File: src/design/wcd_pkg.sv
`default_nettype none
package wcd_pkg;
    // Bus and register geometry
    localparam int          WCD_DATA_W        = 32;
    localparam int          WCD_ADDR_W        = 32;
    localparam int          WCD_CNT_W         = 23;
    // Printed offset is not word aligned, so it is an index; byte address is four times it
    localparam logic [31:0] WCD_CFG_INDEX     = 32'h0000_8009;
    localparam logic [31:0] WCD_CFG_ADDR      = WCD_CFG_INDEX << 2;
    localparam logic [31:0] WCD_CTRL0_ADDR    = 32'h0000_0000;
    localparam logic [31:0] WCD_CTRL1_ADDR    = 32'h0000_0004;
    localparam logic [31:0] WCD_STATUS_ADDR   = 32'h0000_0008;
    // Configuration word fields
    localparam int          WCD_CFG_W         = 14;
    localparam int          WCD_CPS_LSB       = 0;
    localparam int          WCD_MODE_LSB      = 5;
    localparam int          WCD_CWS_LSB       = 8;
    localparam int          WCD_CCS_LSB       = 11;
    localparam logic [13:0] WCD_CFG_RESET     = 14'h3FFF;
    // Control register fields
    localparam int          WCD_SEN_BIT       = 0;
    localparam int          WCD_PER_LSB       = 1;
    localparam int          WCD_RESTART_BIT   = 8;
    localparam int          WCD_WIN_LSB       = 0;
    localparam int          WCD_SWCLK_LSB     = 4;
    // Field codes
    localparam logic [2:0]  WCD_CLK_LFINT     = 3'h0;
    localparam logic [2:0]  WCD_CLK_MFINT     = 3'h1;
    localparam logic [2:0]  WCD_CLK_SECONDARY_OSCILLATOR      = 3'h2;
    localparam logic [2:0]  WCD_CLK_SOFT      = 3'h7;
    localparam logic [2:0]  WCD_WIN_SOFT      = 3'h7;
    localparam logic [2:0]  WCD_WIN_OPEN_MIN  = 3'h6;
    localparam logic [2:0]  WCD_WIN_MAX_SHUT  = 3'h7;
    localparam logic [4:0]  WCD_PER_SOFT      = 5'h1F;
    localparam logic [4:0]  WCD_PER_MAX       = 5'h12;
    localparam logic [4:0]  WCD_PER_SOFT_INIT = 5'h0B;
    localparam logic [4:0]  WCD_EXP_BASE      = 5'h05;
    localparam logic [1:0]  WCD_MODE_ALWAYS   = 2'h3;
    localparam logic [1:0]  WCD_MODE_AWAKE    = 2'h2;
    localparam logic [1:0]  WCD_MODE_SOFT     = 2'h1;
    localparam logic [1:0]  WCD_MODE_OFF      = 2'h0;
    // Reset values of software fields
    localparam logic [2:0]  WCD_SWCLK_RESET   = 3'h0;
    localparam logic        WCD_SEN_RESET     = 1'b0;
endpackage : wcd_pkg
`default_nettype wire

File: src/design/wcd_clock_select.sv
`default_nettype none
module wcd_clock_select
    import wcd_pkg::*;
(
    input  wire logic       hclk,        // System clock
    input  wire logic       hresetn,     // Async reset, low
    input  wire logic [2:0] osc_in,      // Raw oscillator levels: lfint, mfint, secondary_oscillator
    input  wire logic [2:0] clk_code,    // Effective clock code
    output logic            ref_tick,    // One-cycle pulse per selected rising edge
    output logic            reserved_sel // Reserved code is selected
);
    logic [2:0] sync1_q;
    logic [2:0] sync2_q;
    logic [2:0] last_q;
    logic [2:0] rise;

    // Two-flop synchroniser and edge detect per oscillator
    genvar g;
    generate
        for (g = 0; g < 3; g++)
        begin : g_sync
            always_ff @(posedge hclk or negedge hresetn)
            begin
                if (!hresetn)
                begin
                    sync1_q[g] <= 1'b0;
                    sync2_q[g] <= 1'b0;
                    last_q[g]  <= 1'b0;
                end
                else
                begin
                    sync1_q[g] <= osc_in[g];
                    sync2_q[g] <= sync1_q[g];
                    last_q[g]  <= sync2_q[g];
                end
            end
            assign rise[g] = sync2_q[g] & ~last_q[g];
        end
    endgenerate

    // Source mux; reserved codes select nothing at all
    always_comb
    begin
        ref_tick     = 1'b0;
        reserved_sel = 1'b0;
        case (clk_code)
            WCD_CLK_LFINT: ref_tick = rise[0];
            WCD_CLK_MFINT: ref_tick = rise[1];
            WCD_CLK_SECONDARY_OSCILLATOR:  ref_tick = rise[2];
            default:       reserved_sel = 1'b1;
        endcase
    end
endmodule : wcd_clock_select
`default_nettype wire

File: src/design/wcd_prescaler.sv
`default_nettype none
module wcd_prescaler
    import wcd_pkg::*;
(
    input  wire logic                 hclk,          // System clock
    input  wire logic                 hresetn,       // Async reset, low
    input  wire logic                 ref_tick,      // Reference clock pulse
    input  wire logic                 run,           // Count enable
    input  wire logic                 restart,       // Clear count to zero
    input  wire logic [4:0]           exponent,      // Ratio is two to this power
    input  wire logic [2:0]           shut_eighths,  // Closed part in eighths
    output logic [WCD_CNT_W-1:0]      count_q,       // Current count
    output logic                      period_end_q,  // Pulse at end of period
    output logic                      window_open_q  // Count is past the closed part
);
    logic [23:0] last_val;
    logic [27:0] shut_val;

    // Terminal count and closed threshold scale with the ratio
    assign last_val = (24'h00_0001 << exponent) - 24'h00_0001;
    assign shut_val = {25'h000_0000, shut_eighths} << (exponent - 5'h03);

    // Restart wins over a tick in the same cycle
    always_ff @(posedge hclk or negedge hresetn)
    begin
        if (!hresetn)
        begin
            count_q      <= '0;
            period_end_q <= 1'b0;
        end
        else
        begin
            period_end_q <= 1'b0;
            if (restart)
                count_q <= '0;
            else if (run && ref_tick)
            begin
                if ({1'b0, count_q} >= last_val)
                begin
                    count_q      <= '0;
                    period_end_q <= 1'b1;
                end
                else
                    count_q <= count_q + 23'h00_0001;
            end
        end
    end

    // Window comparison, registered for a clean output
    always_ff @(posedge hclk or negedge hresetn)
    begin
        if (!hresetn)
            window_open_q <= 1'b0;
        else
            window_open_q <= {5'h00, count_q} >= shut_val;
    end
endmodule : wcd_prescaler
`default_nettype wire

File: src/design/wcd_top.sv
// Chosen here: the AHB-Lite register port.
`default_nettype none
module wcd_top
    import wcd_pkg::*;
(
    input  wire logic                    hclk,            // Bus clock
    input  wire logic                    hresetn,         // Async reset, low
    input  wire logic                    hsel,            // Slave select
    input  wire logic [WCD_ADDR_W-1:0]   haddr,           // Byte address
    input  wire logic [1:0]              htrans,          // Transfer type
    input  wire logic                    hwrite,          // Write strobe
    input  wire logic [2:0]              hsize,           // Transfer size
    input  wire logic [WCD_DATA_W-1:0]   hwdata,          // Write data
    input  wire logic                    hready,          // Bus ready
    output logic                         hreadyout,       // Slave ready
    output logic                         hresp,           // Always OKAY
    output logic [WCD_DATA_W-1:0]        hrdata,          // Read data
    input  wire logic [WCD_CFG_W-1:0]    config_word,     // Non-volatile word, stable from reset
    input  wire logic                    sleep_req,       // Device in Sleep, same clock
    input  wire logic [2:0]              osc_in,          // Raw oscillator levels
    output logic                         wdt_active,      // Watchdog counting
    output logic                         wdt_period_end,  // Pulse at period end
    output logic                         wdt_window_open, // Clear window open
    output logic                         keyed_access_req // Keyed clear needed
);
    logic [WCD_CFG_W-1:0]   cfg_q;
    logic                   loaded_q;
    logic                   soft_enable_q;
    logic [4:0]             runtime_period_field_q;
    logic [2:0]             window_field_q;
    logic [2:0]             sw_clock_q;
    logic                   restart_q;
    logic                   wr_pend_q;
    logic [WCD_ADDR_W-1:0]  wr_addr_q;
    logic                   hreadyout_q;
    logic [WCD_DATA_W-1:0]  hrdata_q;
    logic                   active_q;
    logic                   keyed_q;
    logic [2:0]             wdt_clock_select;
    logic [2:0]             wdt_window_select;
    logic [1:0]             wdt_operating_mode;
    logic [4:0]             wdt_period_select;
    logic                   window_sw_ctl;
    logic                   period_sw_ctl;
    logic [2:0]             clk_code;
    logic [4:0]             exponent;
    logic [2:0]             shut_eighths;
    logic                   run_d;
    logic                   enabled_d;
    logic                   ref_tick;
    logic                   reserved_sel;
    logic [WCD_CNT_W-1:0]   count;
    logic                   period_end;
    logic                   window_open;
    logic                   addr_phase;
    logic [WCD_DATA_W-1:0]  rd_mux;

    // Field split of the captured configuration
    assign wdt_period_select  = cfg_q[WCD_CPS_LSB +: 5];
    assign wdt_operating_mode = cfg_q[WCD_MODE_LSB +: 2];
    assign wdt_window_select  = cfg_q[WCD_CWS_LSB +: 3];
    assign wdt_clock_select   = cfg_q[WCD_CCS_LSB +: 3];
    assign window_sw_ctl      = (wdt_window_select == WCD_WIN_SOFT);
    assign period_sw_ctl      = (wdt_period_select == WCD_PER_SOFT);

    // Configuration is caught once, on the first edge after reset release
    always_ff @(posedge hclk or negedge hresetn)
    begin
        if (!hresetn)
        begin
            cfg_q    <= WCD_CFG_RESET;
            loaded_q <= 1'b0;
        end
        else if (!loaded_q)
        begin
            cfg_q    <= config_word;
            loaded_q <= 1'b1;
        end
    end

    // Clock source: software choice only when granted
    assign clk_code = (wdt_clock_select == WCD_CLK_SOFT) ? sw_clock_q : wdt_clock_select;

    // Ratio exponent; out-of-range codes fall back to the shortest period
    always_comb
    begin
        if (runtime_period_field_q <= WCD_PER_MAX)
            exponent = runtime_period_field_q + WCD_EXP_BASE;
        else
            exponent = WCD_EXP_BASE;
    end

    // Closed part of the window in eighths of the period
    always_comb
    begin
        if (window_field_q >= WCD_WIN_OPEN_MIN)
            shut_eighths = 3'h0;
        else
            shut_eighths = WCD_WIN_MAX_SHUT - window_field_q;
    end

    // Operating mode versus Sleep and software enable
    always_comb
    begin
        enabled_d = 1'b0;
        run_d     = 1'b0;
        case (wdt_operating_mode)
            WCD_MODE_ALWAYS:
            begin
                enabled_d = 1'b1;
                run_d     = 1'b1;
            end
            WCD_MODE_AWAKE:
            begin
                enabled_d = 1'b1;
                run_d     = ~sleep_req;
            end
            WCD_MODE_SOFT:
            begin
                enabled_d = soft_enable_q;
                run_d     = soft_enable_q;
            end
            default:
            begin
                enabled_d = 1'b0;
                run_d     = 1'b0;
            end
        endcase
    end

    wcd_clock_select u_clock_select (
        .hclk         (hclk),
        .hresetn      (hresetn),
        .osc_in       (osc_in),
        .clk_code     (clk_code),
        .ref_tick     (ref_tick),
        .reserved_sel (reserved_sel)
    );

    // Disabled counter is held at zero; Sleep suspension keeps the count
    wcd_prescaler u_prescaler (
        .hclk          (hclk),
        .hresetn       (hresetn),
        .ref_tick      (ref_tick),
        .run           (run_d && loaded_q),
        .restart       (restart_q || !enabled_d),
        .exponent      (exponent),
        .shut_eighths  (shut_eighths),
        .count_q       (count),
        .period_end_q  (period_end),
        .window_open_q (window_open)
    );

    // Bus address phase accepted on hready
    assign addr_phase = hsel && htrans[1] && hready;

    // Pending write address; data comes one cycle later
    always_ff @(posedge hclk or negedge hresetn)
    begin
        if (!hresetn)
        begin
            wr_pend_q <= 1'b0;
            wr_addr_q <= '0;
        end
        else
        begin
            wr_pend_q <= addr_phase && hwrite;
            if (addr_phase)
                wr_addr_q <= haddr;
        end
    end

    // Run-time fields: period and window preset from configuration, writable only when granted; enable and clock choice always writable
    always_ff @(posedge hclk or negedge hresetn)
    begin
        if (!hresetn)
        begin
            runtime_period_field_q <= WCD_PER_SOFT_INIT;
            window_field_q         <= WCD_WIN_SOFT;
            soft_enable_q          <= WCD_SEN_RESET;
            sw_clock_q             <= WCD_SWCLK_RESET;
        end
        else if (!loaded_q)
        begin
            if (config_word[WCD_CPS_LSB +: 5] == WCD_PER_SOFT)
                runtime_period_field_q <= WCD_PER_SOFT_INIT;
            else
                runtime_period_field_q <= config_word[WCD_CPS_LSB +: 5];
            window_field_q <= config_word[WCD_CWS_LSB +: 3];
        end
        else if (wr_pend_q)
        begin
            if (wr_addr_q == WCD_CTRL0_ADDR)
            begin
                soft_enable_q <= hwdata[WCD_SEN_BIT];
                if (period_sw_ctl)
                    runtime_period_field_q <= hwdata[WCD_PER_LSB +: 5];
            end
            if (wr_addr_q == WCD_CTRL1_ADDR)
            begin
                if (window_sw_ctl)
                    window_field_q <= hwdata[WCD_WIN_LSB +: 3];
                sw_clock_q <= hwdata[WCD_SWCLK_LSB +: 3];
            end
        end
    end

    // Restart is a write-one pulse, never stored
    always_ff @(posedge hclk or negedge hresetn)
    begin
        if (!hresetn)
            restart_q <= 1'b0;
        else
            restart_q <= wr_pend_q && (wr_addr_q == WCD_CTRL0_ADDR) && hwdata[WCD_RESTART_BIT];
    end

    // Read mux; unmapped addresses read zero
    always_comb
    begin
        rd_mux = '0;
        case (haddr)
            WCD_CTRL0_ADDR:
            begin
                rd_mux[WCD_SEN_BIT]       = soft_enable_q;
                rd_mux[WCD_PER_LSB +: 5]  = runtime_period_field_q;
            end
            WCD_CTRL1_ADDR:
            begin
                rd_mux[WCD_WIN_LSB +: 3]   = window_field_q;
                rd_mux[WCD_SWCLK_LSB +: 3] = sw_clock_q;
            end
            WCD_STATUS_ADDR:
            begin
                rd_mux[0]     = active_q;
                rd_mux[1]     = window_open;
                rd_mux[2]     = keyed_q;
                rd_mux[3]     = reserved_sel;
                rd_mux[6:4]   = clk_code;
                rd_mux[12:8]  = exponent;
            end
            WCD_CFG_ADDR:
                rd_mux[WCD_CFG_W-1:0] = cfg_q;
            default:
                rd_mux = '0;
        endcase
    end

    // Zero-wait slave: read data registered at the address phase
    always_ff @(posedge hclk or negedge hresetn)
    begin
        if (!hresetn)
        begin
            hreadyout_q <= 1'b0;
            hrdata_q    <= '0;
        end
        else
        begin
            hreadyout_q <= 1'b1;
            if (addr_phase && !hwrite)
                hrdata_q <= rd_mux;
        end
    end

    // Status flops feeding the outputs
    always_ff @(posedge hclk or negedge hresetn)
    begin
        if (!hresetn)
        begin
            active_q <= 1'b0;
            keyed_q  <= 1'b1;
        end
        else
        begin
            active_q <= run_d && enabled_d && loaded_q && !reserved_sel;
            keyed_q  <= !window_sw_ctl;
        end
    end

    assign hreadyout        = hreadyout_q;
    assign hresp            = 1'b0;
    assign hrdata           = hrdata_q;
    assign wdt_active       = active_q;
    assign wdt_period_end   = period_end;
    assign wdt_window_open  = window_open;
    assign keyed_access_req = keyed_q;

endmodule : wcd_top
`default_nettype wire

File: config.mk
export PLATFORM = sky130hd
export DESIGN_NAME = wcd_top
export DESIGN_NICKNAME = d
export VERILOG_FILES = /design/src/design/wcd_pkg.sv /design/src/design/wcd_clock_select.sv /design/src/design/wcd_prescaler.sv /design/src/design/wcd_top.sv
export SDC_FILE = /design/constraint.sdc
export NUM_CORES = 1
export LEC_CHECK = 0
export ABC_AREA = 0
export BUFFER_PORTS_ARGS = -buffer_cell sky130_fd_sc_hd__buf_2
export CORE_ASPECT_RATIO = 0.75
export CORE_MARGIN = 2
export CORE_UTILIZATION = 52
export DETAILED_ROUTE_END_ITERATION = 10
export PLACE_DENSITY = 0.78
export SYNTH_ARGS = -nofsm -noshare
export SYNTH_HDL_FRONTEND = slang
export SYNTH_HIERARCHICAL = 1
export SYNTH_SLANG_ARGS = --single-unit
File: constraint.sdc
create_clock -name hclk -period 5.1 [get_ports hclk]
set_input_delay 0.255 -clock hclk [delete_from_list [all_inputs] [get_ports hclk]]
set_output_delay 0.255 -clock hclk [all_outputs]
set_load 0.01 [all_outputs]
==> results.toml <==
[sta]
maxSlewViolCount = 0
timing.fmax_mhz = 201
slew_headroom_pct = 26.3
fin_ws_ns = 0.127
clock_skew_ns = 0.0156
hold_viol = 28
setup_viol = 0
period_share_pct = 97.5
tightestPinTransition_ns = 1.11
setup_tns_ns = 0
period_needed_ns = 4.97
timing.hold.ws_ns = -0.0338

[cts]
path_clk_slew_ns = 0.09
clockBufferDepth = 2
clkSinkCount = 111
cts_root_buffer = "clkbuf_16"
cts_tree = "yes"
cts-htree-levels = 3
clkLatencyLatePin_ns = 0.37
numCtsBuffers = 9

[setup_path]
reg2reg_slack_ns = 0.13
cp.depth = 21
regToRegEndpoint = "u_prescaler/count_q[7]"
reg2reg_from = "runtime_period_field_q[0]"
cp_common_cell = "ha_1"
crit_family = "compound AO/OA/AOI/OAI gates"
cp_cell_sequence = "inv_1, ha_1, nor2b_2, o31ai_1, nor2b_2, ha_1, ha_1, or4_4, or3_4, a21boi_4, a211oi_1, a21oi_1, ha_1, nand3_2, nor3_1, a22o_1, a211oi_4, buf_4, a31oi_4, clkbuf_16, o22ai_1"
worst-path-max-fanout = 6
crit_arrival_ns = 5.27
rr_worst_depth = 21
cp-end-kind = "register"
worstSetupPathType = "reg -> reg"
critPathBufInv = 3
cp_slowest_cell = "or4_4"
critPathMaxStageDelay_ns = 0.57
startpoint = "runtime_period_field_q[0]"
worstSetupStartpointType = "register"
required_ns = 5.39

[logic_synthesis]
synth_area_leaders = "dfrtp_1, ha_1, mux2_2, dfstp_2, nand2_1"
synth-seq-cells = 111
syn_area_sq_mm = 0.00799
async_flop_share_pct = 100
synth_flop_cell = "dfrtp_1"
ys_seq_area_share_pct = 35.1
ys_types = 82
synth_top_area_share_pct = 28.2
synth.avg_cell_area_sq_um = 9.37
synth_cells = 853
yosysTopAreaCell = "dfrtp_1"
yosys_warnings = 6
synth_edf_count = 0

[final_layout]
synthToLayoutAreaGrowth_pct = 14.2
nNetsFinal = 1085
layout-drive-gt1-share_pct = 27.4
stdcell_count = 1148

[run_status]
violations = "hold timing"
status = "complete, but fails checks"

[drt]
num_vias = 7105
routedWlPerCell_um = 18.9
drtIter0Drc = 743
final_antenna_net_count = 0
finalWirelength_um = 21700
dr.pass1.iters = 7
viasPerCell = 6.19
drc = 0

[grt]
grt_pass1_vias = 6513
grt_max_degree = 66
overflow = 0
grt_pass1_wl_um = 34700
antenna_found_initial = 1
track_usage_pct = 26.6

[placed_design]
dpl.hpwl_um = 15900
io_buffers = 82
place_inst = 1122
place_ws_ns = -0.0785
place.gp.congestion = 0.915

[power]
p_leak_nw = 3.93
vdd_ir_drop_max_uv = 157
p_total_w = 0.00267
power_density_mw_per_mm2 = 292

[flow_run]
cap_violations = 0

[die]
pin_count = 130
rows = 39
initial_utilization_pct = 52.8
fp.dieW_um = 147
coreArea_sq_mm = 0.0151
die_h_um = 111
dieArea_sq_mm = 0.0164

[min_path]
min_path_type = "in -> async"
[worst max path at each step]
stage                              endpoint  slack, ns
floorplan           u_prescaler/count_q[15]       0.04
global placement    u_prescaler/count_q[11]      -0.01
detailed placement   u_prescaler/count_q[7]      -0.08
CTS                  u_prescaler/count_q[7]       0.03
global route         u_prescaler/count_q[4]      -0.04
finish               u_prescaler/count_q[7]       0.13
[metal layers]
metal	GRT usage (%)	vias up	wire (um)
li1	-	3302	-
met1	41.9	3421	10300
met2	36.9	349	9010
met3	5.29	33	2010
met4	7.05	0	432
met5	0	-	0
[sequential cells by signal, indices dropped and copies added (netlist names), 3 cells and up]
register                cells
runtime_period_field_q      5
u_clock_select/sync1_q      3
window_field_q              3
u_clock_select/last_q       3
hrdata                     14
cfg_q                      14
wr_addr_q                  32
sw_clock_q                  3
u_prescaler/count_q        23
u_clock_select/sync2_q      3
[logic make-up after synthesis]
kind of cell	after synthesis	share of synthesized area (%)
compound gates	221	19.2
xor+xnor	9	1.22
fa+ha+maj	56	8.77
buf+inv	107	6.39
flops	111	35.1
mux	68	9.35
other cells	2	0.0940
simple gates	279	19.9
[synthesized netlist by cell type, drive strengths merged (3+ instances only)]
| library cell | instances |
|---|---|
| a211o | 3 |
| a211oi | 15 |
| a21boi | 3 |
| a21o | 6 |
| a21oi | 42 |
| a221o | 5 |
| a221oi | 3 |
| a222oi | 3 |
| a22o | 4 |
| a31oi | 17 |
| a41oi | 9 |
| and2 | 5 |
| and3 | 14 |
| and4 | 4 |
| buf | 31 |
| clkbuf | 36 |
| dfrtp | 90 |
| dfstp | 21 |
| ha | 56 |
| inv | 39 |
| mux2 | 53 |
| mux2i | 15 |
| nand2 | 81 |
| nand2b | 14 |
| nand3 | 23 |
| nand4 | 18 |
| nor2 | 50 |
| nor2b | 7 |
| nor3 | 19 |
| nor4 | 22 |
| o21a | 10 |
| o21ai | 45 |
| o22ai | 25 |
| o31ai | 14 |
| or2 | 5 |
| or3 | 9 |
| xnor2 | 6 |
| xor2 | 3 |
[cell type report]
| type | instances | area [sq um] |
|---|---|---|
| Fill cell | 1250 | 6000 |
| Clock inverter | 7 | 88.8 |
| Multi-Input combinational cell | 653 | 4830 |
| Inverter | 40 | 151 |
| Tap cell | 205 | 256 |
| Clock buffer | 9 | 225 |
| Timing Repair Buffer | 122 | 772 |
| Antenna cell | 1 | 2.50 |
| Sequential cell | 111 | 2800 |
[per-stage QoR]
stage	utilization (%)	cell area, sq um
global placement	57.0	8620
floorplan	-	8060
CTS	59.3	8970
global route	60.3	9130
finish	60.3	9130
detailed placement	57.0	8620
[worst register-to-register path: stages (launching register included)]
cell       delay, ns
dfstp_2         0.53
inv_1           0.04
ha_1            0.20
nor2b_2         0.15
o31ai_1         0.09
nor2b_2         0.20
ha_1            0.20
ha_1            0.20
or4_4           0.57
or3_4           0.36
a21boi_4        0.20
a211oi_1        0.10
a21oi_1         0.24
ha_1            0.33
nand3_2         0.13
nor3_1          0.06
a22o_1          0.24
a211oi_4        0.34
buf_4           0.20
a31oi_4         0.14
clkbuf_16       0.21
o22ai_1         0.17
[cell usage in the layout, fill, tap and decap left out, types with 12 or more instances in the layout]
cell,synthesis,layout
ha_1,56,55
inv_1,39,39
nor3_1,18,18
nor2_1,49,49
o22ai_1,19,19
nand3_1,23,22
mux2_2,52,52
a211oi_1,13,12
buf_4,21,34
a21oi_1,42,42
dfstp_2,21,21
nand2_1,80,79
a31oi_1,16,16
conb_1,2,20
and3_1,14,14
mux2i_1,15,15
o21ai_0,41,41
dfrtp_1,90,90
buf_2,6,81
nand2b_1,14,14
nand4_1,16,16
[power by group]
part           switching, W  total [W]  internal [W]  leakage, nW
logic              0.000521   0.000886      0.000365         2.40
clock network      0.000377   0.000734      0.000357        0.153
registers         0.0000785    0.00105      0.000968         1.38
total              0.000977    0.00267       0.00169         3.93
[repair_timing]
action | CTS | global route
pin swaps | 0 | 7
endpoints found under the hold margin | 3 | 0
resized for setup | 1 | 14
gates cloned | 0 | 3
hold buffers | 3 | 0
setup buffers | 0 | 3
setup endpoints to repair | 20 | 24
Power figures use the tool's default switching activity.
